<file path="config.mk">
export PLATFORM = sky130hd
export DESIGN_NAME = asrs_store
export DESIGN_NICKNAME = d
export VERILOG_FILES = /design/src/hdl/asrs_pkg.sv /design/src/hdl/asrs_store.sv
export VERILOG_INCLUDE_DIRS = /design/src /design/src/hdl
export SDC_FILE = /design/constraint.sdc
export NUM_CORES = 1
export LEC_CHECK = 0
export BUFFER_PORTS_ARGS = -buffer_cell sky130_fd_sc_hd__clkbuf_2
export CAP_MARGIN = 25
export CORE_AREA = 4 4 153 228
export DETAILED_ROUTE_END_ITERATION = 10
export DIE_AREA = 0 0 157 232
export GPL_TIMING_DRIVEN = 0
export SYNTH_ARGS = -nofsm -noshare
export SYNTH_HDL_FRONTEND = slang
export SYNTH_SLANG_ARGS = --single-unit
</file>
<file path="constraint.sdc">
create_clock -name MCLK -period 4.4 [get_ports MCLK]
set_input_delay 0.44 -clock MCLK [delete_from_list [all_inputs] [get_ports MCLK]]
set_output_delay 0.44 -clock MCLK [all_outputs]
set_load 0.02 [all_outputs]
</file>
<file path="src/hdl/asrs_cfg.svh">
`ifndef ASRS_CFG_SVH
`define ASRS_CFG_SVH
`define ASRS_ADDR_W 4
`define ASRS_OFF_CTRL 4'h0
`define ASRS_OFF_WBP 4'h1
`define ASRS_OFF_LAST 4'h2
`define ASRS_OFF_SHLO 4'h3
`define ASRS_CTRL_RND_BIT 0
`define ASRS_CTRL_SAT_BIT 1
`define ASRS_CTRL_RST 2'h0
`define ASRS_WBP_RST 16'h0000
`define ASRS_WB_STEP 16'h0002
`define ASRS_POS_MAX 16'h7FFF
`define ASRS_NEG_MAX 16'h8000
`define ASRS_HALF 16'h8000
`define ASRS_SH_MAX 6'sd16
`endif

</file>
<file path="src/hdl/asrs_pkg.sv">
package asrs_pkg;
   typedef enum logic [2:0] {
      ASRS_OP_NONE = 3'h0,
      ASRS_OP_STORE_TRUNC = 3'h1,
      ASRS_OP_STORE_RND = 3'h2,
      ASRS_OP_MAC_WB = 3'h3,
      ASRS_OP_MULTIPLY_ONLY = 3'h4,
      ASRS_OP_NEGATED_MULTIPLY = 3'h5,
      ASRS_OP_DISTANCE_SQUARE = 3'h6,
      ASRS_OP_DISTANCE_SQUARE_ACC = 3'h7
   } asrs_op_t;
   typedef enum logic {
      ASRS_WB_DIRECT = 1'b0,
      ASRS_WB_INDIRECT = 1'b1
   } asrs_wb_mode_t;
   typedef enum logic [1:0] {
      ASRS_SRC_ACC_A = 2'h0,
      ASRS_SRC_ACC_B = 2'h1,
      ASRS_SRC_XBUS = 2'h2
   } asrs_src_t;
   typedef struct packed {
      asrs_op_t op;
      asrs_wb_mode_t wb_mode;
      logic target_b;
      logic [15:0] addr;
   } asrs_store_req_t;
   typedef struct packed {
      asrs_src_t src;
      logic signed [5:0] amount;
      logic arith;
   } asrs_shift_req_t;
endpackage

</file>
<file path="src/hdl/asrs_store.sv">
// Design decisions made here: the placing of the registers and the address-and-strobe port.
`timescale 1ns/1ns
`include "asrs_cfg.svh"
// Notes on behaviour
// RL1: Accumulate ops write back non-target high word.
// RL2: Write-back travels X bus, unified data space; direct mode loads only the pointer, no X bus write.
// RL3: Direct mode puts rounded value in pointer.
// RL4: Indirect mode stores at pointer, adds two.
// RL5: Combinational rounding, biased or convergent by mode.
// RL6: No rounding: truncate high word, drop low.
// RL7: Low word 0x8000 and up increments high.
// RL8: Exactly 0x8000 increments only if bit16 set.
// RL9: Store ops write target, truncated or rounded.
// RL10: Accumulate write-back always rounds.
// RL11: Write saturation never alters the accumulator.
// RL12: Above 0x007FFF writes 0x7FFF when saturating.
// RL13: Below 0xFF8000 writes 0x8000 when saturating.
// RL14: Sign from bit 39, plus overflow inputs.
// RL15: Saturation off passes value unchanged.
// RL16: Shift up to 16 either way, one cycle.
// RL17: Shifter source accumulator A, B or X bus.
// RL18: Signed amount: positive right, negative left.
// RL19: Shifter is 40 bits wide.
// RL20: X bus enters bits 16-31 right, 0-15 left.
// RL21: Accumulators are 40 bits with guard bits.
module asrs_store (
   input wire logic MCLK,
   input wire logic SYS_RST,
   input wire logic [`ASRS_ADDR_W-1:0] REG_ADDR,
   input wire logic [15:0] REG_WDATA,
   input wire logic REG_WR,
   input wire logic REG_RD,
   output logic [15:0] REG_RDATA,
   input wire logic [39:0] ACC_A,
   input wire logic [39:0] ACC_B,
   input wire logic ACC_A_OVF,
   input wire logic ACC_B_OVF,
   input wire logic STORE_REQ,
   input wire asrs_pkg::asrs_store_req_t STORE_CMD,
   input wire logic SHIFT_REQ,
   input wire asrs_pkg::asrs_shift_req_t SHIFT_CMD,
   input wire logic [15:0] XBUS_RDATA,
   output logic XW_EN,
   output logic [15:0] XW_ADDR,
   output logic [15:0] XW_DATA,
   output logic [15:0] WB_POINTER,
   output logic SH_VALID,
   output logic [39:0] SH_RESULT
);
   import asrs_pkg::*;

   // Round the high word of a 40-bit accumulator; the result keeps
   // the guard bits so that the saturation stage can see overflow.
   function automatic logic [23:0] round_hi(
      input logic [39:0] acc,
      input logic rnd_en,
      input logic convergent
   );
      logic inc;
      inc = 1'b0;
      if (rnd_en) begin
         inc = acc[15]; // RL7
         if (convergent && acc[15:0] == `ASRS_HALF) begin
            inc = acc[16]; // RL8
         end
      end
      round_hi = acc[39:16] + {23'h000000, inc}; // RL6
   endfunction

   // Clamp a rounded 24-bit value to 1.15 when saturation is on.
   function automatic logic [15:0] sat_word(
      input logic [23:0] v,
      input logic sign,
      input logic ovf,
      input logic sat_en
   );
      logic hi_pos;
      logic hi_neg;
      hi_pos = (v[23:15] != 9'h000);
      // A negative source that rounds up to zero is still in range.
      hi_neg = v[23] && (v[23:15] != 9'h1FF);
      sat_word = v[15:0]; // RL15
      if (sat_en) begin
         if (!sign && (hi_pos || ovf)) begin
            sat_word = `ASRS_POS_MAX; // RL12
         end else if (sign && (hi_neg || ovf)) begin
            sat_word = `ASRS_NEG_MAX; // RL13
         end
      end
   endfunction

   function automatic logic wb_op(input asrs_op_t op);
      wb_op = (op == ASRS_OP_MAC_WB);
   endfunction

   logic [1:0] ctrl_q;
   logic [15:0] wbp_q;
   logic [15:0] last_q;
   logic round_mode_select;
   logic data_write_saturate_enable;
   logic [39:0] src_acc;
   logic src_ovf;
   logic do_round;
   logic [23:0] rounded;
   logic [15:0] store_word;
   logic is_store;
   logic is_wb;
   logic [39:0] sh_operand;
   logic [4:0] sh_mag;
   logic signed [5:0] sh_amt;
   logic [39:0] sh_next;

   assign round_mode_select = ctrl_q[`ASRS_CTRL_RND_BIT];
   assign data_write_saturate_enable = ctrl_q[`ASRS_CTRL_SAT_BIT];

   assign is_store = STORE_REQ && (STORE_CMD.op == ASRS_OP_STORE_TRUNC ||
                     STORE_CMD.op == ASRS_OP_STORE_RND);
   // Plain, negated and distance multiplies never write back.
   assign is_wb = STORE_REQ && wb_op(STORE_CMD.op); // RL1

   // Write-back reads the accumulator the operation does not target.
   always_comb begin
      if (wb_op(STORE_CMD.op)) begin
         src_acc = STORE_CMD.target_b ? ACC_A : ACC_B; // RL1
         src_ovf = STORE_CMD.target_b ? ACC_A_OVF : ACC_B_OVF;
      end else begin
         src_acc = STORE_CMD.target_b ? ACC_B : ACC_A; // RL9
         src_ovf = STORE_CMD.target_b ? ACC_B_OVF : ACC_A_OVF;
      end
   end

   assign do_round = (STORE_CMD.op != ASRS_OP_STORE_TRUNC); // RL10
   assign rounded = round_hi(src_acc, do_round, round_mode_select); // RL5
   // Only the written word is clamped; accumulators are inputs here.
   assign store_word = sat_word(rounded, src_acc[39], src_ovf,
                                data_write_saturate_enable); // RL11 RL14

   always_ff @(posedge MCLK or posedge SYS_RST) begin
      if (SYS_RST) begin
         ctrl_q <= `ASRS_CTRL_RST;
      end else if (REG_WR && REG_ADDR == `ASRS_OFF_CTRL) begin
         ctrl_q <= REG_WDATA[1:0];
      end
   end

   // A software write to the pointer in the same cycle as a hardware
   // update loses, so that the write-back result is never dropped.
   always_ff @(posedge MCLK or posedge SYS_RST) begin
      if (SYS_RST) begin
         wbp_q <= `ASRS_WBP_RST;
      end else if (is_wb && STORE_CMD.wb_mode == ASRS_WB_DIRECT) begin
         wbp_q <= store_word; // RL3
      end else if (is_wb) begin
         wbp_q <= wbp_q + `ASRS_WB_STEP; // RL4
      end else if (REG_WR && REG_ADDR == `ASRS_OFF_WBP) begin
         wbp_q <= REG_WDATA;
      end
   end

   always_ff @(posedge MCLK or posedge SYS_RST) begin
      if (SYS_RST) begin
         last_q <= 16'h0000;
      end else if (is_wb || is_store) begin
         last_q <= store_word;
      end
   end

   // Memory write over the X bus, registered one cycle after request.
   always_ff @(posedge MCLK or posedge SYS_RST) begin
      if (SYS_RST) begin
         XW_EN <= 1'b0;
         XW_ADDR <= 16'h0000;
         XW_DATA <= 16'h0000;
      end else begin
         XW_EN <= is_store ||
                  (is_wb && STORE_CMD.wb_mode == ASRS_WB_INDIRECT); // RL2
         if (is_store) begin
            XW_ADDR <= STORE_CMD.addr; // RL9
            XW_DATA <= store_word;
         end else if (is_wb && STORE_CMD.wb_mode == ASRS_WB_INDIRECT) begin
            XW_ADDR <= wbp_q; // RL4
            XW_DATA <= store_word;
         end
      end
   end

   always_ff @(posedge MCLK or posedge SYS_RST) begin
      if (SYS_RST) begin
         WB_POINTER <= `ASRS_WBP_RST;
      end else begin
         WB_POINTER <= wbp_q;
      end
   end

   always_ff @(posedge MCLK or posedge SYS_RST) begin
      if (SYS_RST) begin
         REG_RDATA <= 16'h0000;
      end else if (REG_RD) begin
         case (REG_ADDR)
            `ASRS_OFF_CTRL: REG_RDATA <= {14'h0000, ctrl_q};
            `ASRS_OFF_WBP: REG_RDATA <= wbp_q;
            `ASRS_OFF_LAST: REG_RDATA <= last_q;
            `ASRS_OFF_SHLO: REG_RDATA <= SH_RESULT[31:16];
            default: REG_RDATA <= 16'h0000;
         endcase
      end else begin
         REG_RDATA <= 16'h0000;
      end
   end

   // Amounts beyond sixteen either way are clamped to sixteen.
   always_comb begin
      sh_amt = SHIFT_CMD.amount;
      if (sh_amt > `ASRS_SH_MAX) begin
         sh_amt = `ASRS_SH_MAX;
      end else if (sh_amt < -`ASRS_SH_MAX) begin
         sh_amt = -`ASRS_SH_MAX;
      end
      sh_mag = sh_amt[5] ? 5'(-sh_amt) : sh_amt[4:0]; // RL18
   end

   always_comb begin
      case (SHIFT_CMD.src)
         ASRS_SRC_ACC_A: sh_operand = ACC_A; // RL17 RL21
         ASRS_SRC_ACC_B: sh_operand = ACC_B;
         ASRS_SRC_XBUS: begin
            if (sh_amt[5]) begin
               sh_operand = {24'h000000, XBUS_RDATA}; // RL20
            end else begin
               sh_operand = {{8{XBUS_RDATA[15] & SHIFT_CMD.arith}},
                             XBUS_RDATA, 16'h0000}; // RL20
            end
         end
         default: sh_operand = 40'h0000000000;
      endcase
   end

   always_comb begin
      if (sh_amt[5]) begin
         sh_next = sh_operand << sh_mag; // RL18
      end else if (SHIFT_CMD.arith) begin
         sh_next = 40'($signed(sh_operand) >>> sh_mag); // RL16
      end else begin
         sh_next = sh_operand >> sh_mag; // RL19
      end
   end

   always_ff @(posedge MCLK or posedge SYS_RST) begin
      if (SYS_RST) begin
         SH_VALID <= 1'b0;
         SH_RESULT <= 40'h0000000000;
      end else begin
         SH_VALID <= SHIFT_REQ; // RL16
         if (SHIFT_REQ) begin
            SH_RESULT <= sh_next;
         end
      end
   end

   logic [39:0] chk_acc;
   assign chk_acc = STORE_CMD.target_b ? ACC_A : ACC_B;
endmodule

</file>
======== Word-level counts from Yosys, hierarchy flattened ========
Index checks and enable logic that the tools add are counted.
operators by class
  add/sub/neg operators ................... 3
  $lt $le $gt $ge ......................... 2
  equality and inequality tests ........... 11
  shifts and indexed selects .............. 3
  multiplexer cells ....................... 27
  bitwise logic cells ..................... 2
  reduce and logical (&&, ||, !) cells .... 21
operator list
  cell                   count
  $mux 40                6
  $mux 16                11
  $pmux 40 s3            1
  $pmux 16 s4            1
  $shl 40x5->40          1
  $shr 40x5->40          1
  $sshr 40x5->40         1
  $add 24x1->24          1
  $add 16x2->16 const B  1
  $eq 16x16->1 const B   1
  $mux 6                 2
  $logic_and 1x1->1      10
  $ne 9x9->1 const B     1
  $reduce_bool 9->1      1
  $eq 4x2->1 const B     2
  $eq 3x2->1 const B     2
  $gt 6x6->1 const B     1
  $lt 6x5->1 const B     1
  $logic_or 1x1->1       5
  $mux 1                 5
  $mux 5                 1
  $neg 5->5              1
  $eq 4x1->1 const B     1
  $logic_not 4->1        1
  10 further kinds       10
storage, ports and cells
  flip-flop bits (word level) ............. 140
  input bits .............................. 154
  output and inout port bits .............. 106
  logic and storage cells ................. 79

======== Longest topological paths before layout ========
  depth in word-level cells ............... 16
  gate-level depth with buffers ........... 21
  depth with buffers taken out ............ 16

======== Worst setup path after synthesis ========
No wires, ideal clock.
  path type ............................... in2reg
  start point ............................. input port STORE_CMD[20] (netlist name)
  end point ............................... register wbp_q[14]
  library setup time ...................... 0.137 ns
  arrival time ............................ 4.029 ns
  required time ........................... 4.263 ns
  setup slack ............................. 0.235 ns
  stages on the path ...................... 18
  path buffers ............................ 4
  cells stage by stage .................... nand3b_2 -> xnor2_2 -> buf_6 -> buf_2 -> buf_1 -> nand2_1 -> nand2_1 -> ha_1 -> ha_1 -> nand3_1 -> mux2i_2 -> nand2_2 -> mux2i_1 -> o2111ai_1 -> o311a_4 -> buf_2 -> a211oi_2 -> o32ai_1
between the ends
  cells in the longest elaborated chain, start to end .. 15
  elaborated cells between the ends (all ways) .. 25
  those cells by class .................... add/sub (1); eq/ne (4); mux (9); reduce/logical (11)
ends and longest elaborated chain
  item                                RTL line           text
  start, declared                     asrs_store.sv:39   input wire asrs_pkg::asrs_store_req_t STORE_CMD,
  $eq 3x2->1                          asrs_store.sv:93   wb_op = (op == ASRS_OP_MAC_WB);
  $mux 40                             asrs_store.sv:123  if (wb_op(STORE_CMD.op)) begin
  $eq 16x16->1 (no source line)       --
  $logic_and 1x1->1 (no source line)  --
  $mux 1                              asrs_store.sv:63   if (convergent && acc[15:0] == `ASRS_HALF) begin
  $mux 1                              asrs_store.sv:61   if (rnd_en) begin
  $add 24x1->24                       asrs_store.sv:67   round_hi = acc[39:16] + {23'h000000, inc};
  $ne 9x9->1                          asrs_store.sv:81   hi_neg = v[23] && (v[23:15] != 9'h1FF);
  $logic_and 1x1->1                   asrs_store.sv:81
  $logic_or 1x1->1                    asrs_store.sv:86   end else if (sign && (hi_neg || ovf)) begin
  $logic_and 1x1->1                   asrs_store.sv:86
  $mux 16                             asrs_store.sv:86
  $mux 16                             asrs_store.sv:84   if (!sign && (hi_pos || ovf)) begin
  $mux 16                             asrs_store.sv:83   if (sat_en) begin
  $mux 16                             asrs_store.sv:151  end else if (is_wb && STORE_CMD.wb_mode == ASRS_WB_DIRECT) begin
  end signal, assigned                asrs_store.sv:150  wbp_q <= `ASRS_WBP_RST;
  end signal, assigned                asrs_store.sv:152  wbp_q <= store_word;
  end signal, assigned                asrs_store.sv:154  wbp_q <= wbp_q + `ASRS_WB_STEP;
  end, declared                       asrs_store.sv:97   logic [15:0] wbp_q;
Parallel ways exist; a longest one is shown, timed or not.
A chain may end at the register's enable or synchronous reset.

======== Worst setup path after layout ========
  start point ............................. input port SHIFT_CMD[5] (netlist name)
  end point ............................... register SH_RESULT[34]
between the ends
  cells in the longest elaborated chain, start to end .. 8
  elaborated cells between the ends (all ways) .. 13
  those cells by class .................... add/sub (1); order compare (2); shift (3); mux (7)
ends and longest elaborated chain
  item                                                    RTL line                              text
  start, declared                                         asrs_store.sv:41                      input wire asrs_pkg::asrs_shift_req_t SHIFT_CMD,
  $lt 6x5->1 (no source line)                             --
  $mux 6                                                  asrs_store.sv:216                     end else if (sh_amt < -`ASRS_SH_MAX) begin
  $mux 6 *                                                asrs_store.sv:214                     if (sh_amt > `ASRS_SH_MAX) begin
  $neg 5->5 / $mux 40 (equally long branches)             asrs_store.sv:219, asrs_store.sv:227
  $mux 5 / $pmux 40 s3 (equally long branches)            asrs_store.sv:219, asrs_store.sv:223
  $shr 40x5->40 / $sshr 40x5->40 (equally long branches)  asrs_store.sv:244, asrs_store.sv:242
  $mux 40                                                 asrs_store.sv:241                     end else if (SHIFT_CMD.arith) begin
  $mux 40 *                                               asrs_store.sv:239                     if (sh_amt[5]) begin
  end signal, assigned                                    asrs_store.sv:255                     SH_RESULT <= sh_next;
  end, declared                                           asrs_store.sv:48                      output logic [39:0] SH_RESULT
Every way passes the cells marked *; elsewhere a longest branch is shown, timed or not.

==> impl_metrics.env <==
export IMPL_outcome="finished, final reports clean"
export IMPL_critPathLaunch="SHIFT_CMD[5]"
export IMPL_finalNetCount=2021
export IMPL_synthDistinctLibCells=88
export IMPL_antenna_found_initial=0
export IMPL_ant_nets=0
export IMPL_rows=81
export IMPL_num_antenna_cells=0
export IMPL_hold_class="in -> async"
export IMPL_core_um2=32700
export IMPL_critPathCapture="SH_RESULT[34]"
export IMPL_htreeDepth=4
export IMPL_min_period_ps=4330
export IMPL_multiInputGateArea_um2=9080
export IMPL_cp_slowest_stage_delay_ps=420
export IMPL_post_synth_top_count_cell="nand2_1"
export IMPL_io_pins=260
export IMPL_crit_top_cell="buf_6"
export IMPL_end_kind="register"
export IMPL_crit_type="in -> reg"
export IMPL_overflow=0
export IMPL_gp_congestion=1.05
export IMPL_synth_area_um2=13000
export IMPL_crit_slowest_cell="o211ai_1"
export IMPL_setup_violations=0
export IMPL_hold_violations=0
export IMPL_wl_mm=69.1
export IMPL_ys_seq_area_share_pct=26.9
export IMPL_cts_buffer_depth=2
export IMPL_tightest_slew_ps=1190
export IMPL_ir_drop_mv=0.243
export IMPL_clock_skew_ps=8.56
export IMPL_first_global_vias=14800
export IMPL_ys_top_cells_by_area="dfrtp_1 (27%), mux4_2 (8.8%), mux2i_1 (8.6%)"
export IMPL_path_clk_slew_ps=60
export IMPL_avgRoutedWirePerCell_um=30.2
export IMPL_critical_path_arrival_ps=4590
export IMPL_die_x_um=157
export IMPL_power_density_nw_per_um2=377
export IMPL_yosysTopAreaCell="dfrtp_1"
export IMPL_cp_required_ps=4670
export IMPL_ff_latch_area_um2=3500
export IMPL_drtIter0Drc=1557
export IMPL_grt_max_degree=83
export IMPL_die_y_um=232
export IMPL_fmax_ghz=0.231
export IMPL_ys_flop_type="dfrtp_1"
export IMPL_cap_violations=0
export IMPL_dieArea_um2=36400
export IMPL_cts_sinks=140
export IMPL_ctsHoldBuffers=0
export IMPL_final_layout_size_suffix_gt1_share_pct=26.7
export IMPL_grt_pass1_wl_mm=100
export IMPL_cts_tree="yes"
export IMPL_timing_setup_tns_ps=0
export IMPL_viasPerCell=6.57
export IMPL_synthArstFlopShare_pct=100
export IMPL_crit_fanout=10
export IMPL_gr_usage_all_layers_pct=37.3
export IMPL_worstSetupStartpointType="primary input"
export IMPL_dp_hpwl_mm=56.5
export IMPL_grt_setup_unrepaired="false"
export IMPL_drc_errors=0
export IMPL_clock_latency_ps=430
export IMPL_drv_slew=0
export IMPL_syn_area_per_cell_um2=8.25
export IMPL_synth_edf_count=0
export IMPL_yosysWarnings=0
export IMPL_relSlewSlack_pct=21.0
export IMPL_syn2layout_area_growth_pct=22.0
export IMPL_first_pass_iters=8
export IMPL_cts_buffers=17
export IMPL_r2r_end="wbp_q[14]"
export IMPL_yosys_top_cells_count="nand2_1 (196), a21oi_1 (173), dfrtp_1 (140)"
export IMPL_synth_nets=1735
export IMPL_pre_cts_ws_ps=-1460
export IMPL_final_setup_worst_slack_ps=73.1
export IMPL_cts_root_buf="clkbuf_16"
export IMPL_p_leak_nw=6.86
export IMPL_stdcell_count=2291
export IMPL_port_buffers=253
export IMPL_synth_top_cell_area_share_pct=26.9
export IMPL_initial_core_util_pct=39.8
export IMPL_ys_ff_latch=140
export IMPL_syn_instance_count=1577
export IMPL_r2r_slack_ps=110
export IMPL_period_share_pct=98.3
export IMPL_reg2regPathDepth=19
export IMPL_crit_chain="buf_2 > xnor2_2 > and2_1 > buf_4 > inv_8 > buf_6 > buf_6 > buf_6 > ha_1 > a22oi_2 > buf_6 > buf_6 > buf_6 > clkbuf_4 > o21ai_0 > o21ai_0 > mux2_2 > o21ai_0 > o211ai_1 > o311ai_0"
export IMPL_post_place_cells=2249
export IMPL_vias=15100
export IMPL_n_fill_cell=3306
export IMPL_regToRegStartpoint="ctrl_q[0]"
state kept, by name, summed over array words and instances, names as in the netlist:
| signal | flops |
|---|---|
| WB_POINTER | 16 |
| wbp_q | 16 |
| ctrl_q | 2 |
| SH_RESULT | 40 |
| REG_RDATA | 16 |
| XW_EN | 1 |
| SH_VALID | 1 |
| last_q | 16 |
| XW_DATA | 16 |
| XW_ADDR | 16 |
layout by cell type, fill, tap and decap left out, drive strengths merged, types with 10 or more instances in the layout:
master and instances:
o221ai 10, a211oi 28, mux2i 113, clkbuf 345, nand3 75, nor2 134, nand2 197, and3 26
xor2 18, o211ai 24, a22oi 22, nand2b 38, inv 17, a22o 11, a221oi 12, o21ai 90
mux4 51, nor3 29, mux2 24, and2 13, nand3b 16, dfrtp 140, nand4 15, a221o 13
a21oi 176, buf 74, a31oi 21, xnor2 13
through the flow:
step / area, um^2 / hold slack [ps] / total power, mW / utilization [%]
3_3_place_gp: 14800 / 356 / 4.39 / 45.2
2_1_floorplan: 13000 / 352 / 3.28 / -
4_1_cts: 15700 / 156 / 5.90 / 47.9
6_report: 15900 / 116 / 5.98 / 48.5
5_1_grt: 15900 / 219 / 6.22 / 48.5
3_5_place_dp: 14900 / 363 / 4.39 / 45.4
report_power, final:
part	switching (mW)	internal, mW	total [mW]
combinational	1.75	0.943	2.69
sequential	0.294	1.55	1.85
clock	0.575	0.869	1.44
total	2.62	3.37	5.98
how the worst min path moves through the flow:
stage / slack (ps) / cells after the start / end
2_1_floorplan: 350 / 0 / WB_POINTER[7]
3_3_place_gp: 360 / 0 / WB_POINTER[8]
3_5_place_dp: 360 / 0 / WB_POINTER[8]
4_1_cts: 160 / 2 / SH_RESULT[35]
5_1_grt: 220 / 2 / SH_RESULT[5]
6_report: 120 / 2 / SH_RESULT[5]
routing by layer:
layer / GRT usage (%) / up-vias / share of wire [%]
met4: 25.0 / 0 / 8.7
met1: 43.9 / 7273 / 37
met2: 62.4 / 992 / 48
li1: - / 6528 / -
met5: 0 / - / 0
met3: 5.17 / 267 / 6.9
kinds of logic after synthesis:
family / share of synthesized area (%)
AO/OA/AOI/OAI: 24.2
XOR/XNOR: 2.20
buffers and inverters: 5.40
AND/OR/NAND/NOR: 21.3
flip-flops: 26.9
multiplexers: 19.6
adder cells (fa/ha/maj): 0.385
critical path, delay by kind of cell:
kind	cells	cell delay [ps]
AOI/OAI and AO/OA	6	1400
xor gates and xnor gates	1	160
adders and majority gates	1	270
buffers and inverters	10	1880
muxes	1	250
and+or+nand+nor	1	160
timing repair:
action	in CTS	in global routing
setup endpoints to repair	88	78
pin swaps	8	5
resized for setup	50	43
endpoints found under the hold margin	0	0
setup buffers	5	4
final cells by class:
| cell class | instances | share of cell area (%) |
|---|---|---|
| Buffer | 130 | 4.42 |
| Clock buffer | 20 | 2.88 |
| Clock inverter | 12 | 0.843 |
| Inverter | 15 | 0.433 |
| Multi-Input combinational cell | 1290 | 57.2 |
| Sequential cell | 140 | 22.1 |
| Tap cell | 415 | 3.27 |
| Timing Repair Buffer | 269 | 8.90 |
Power figures use the tool's default switching activity.
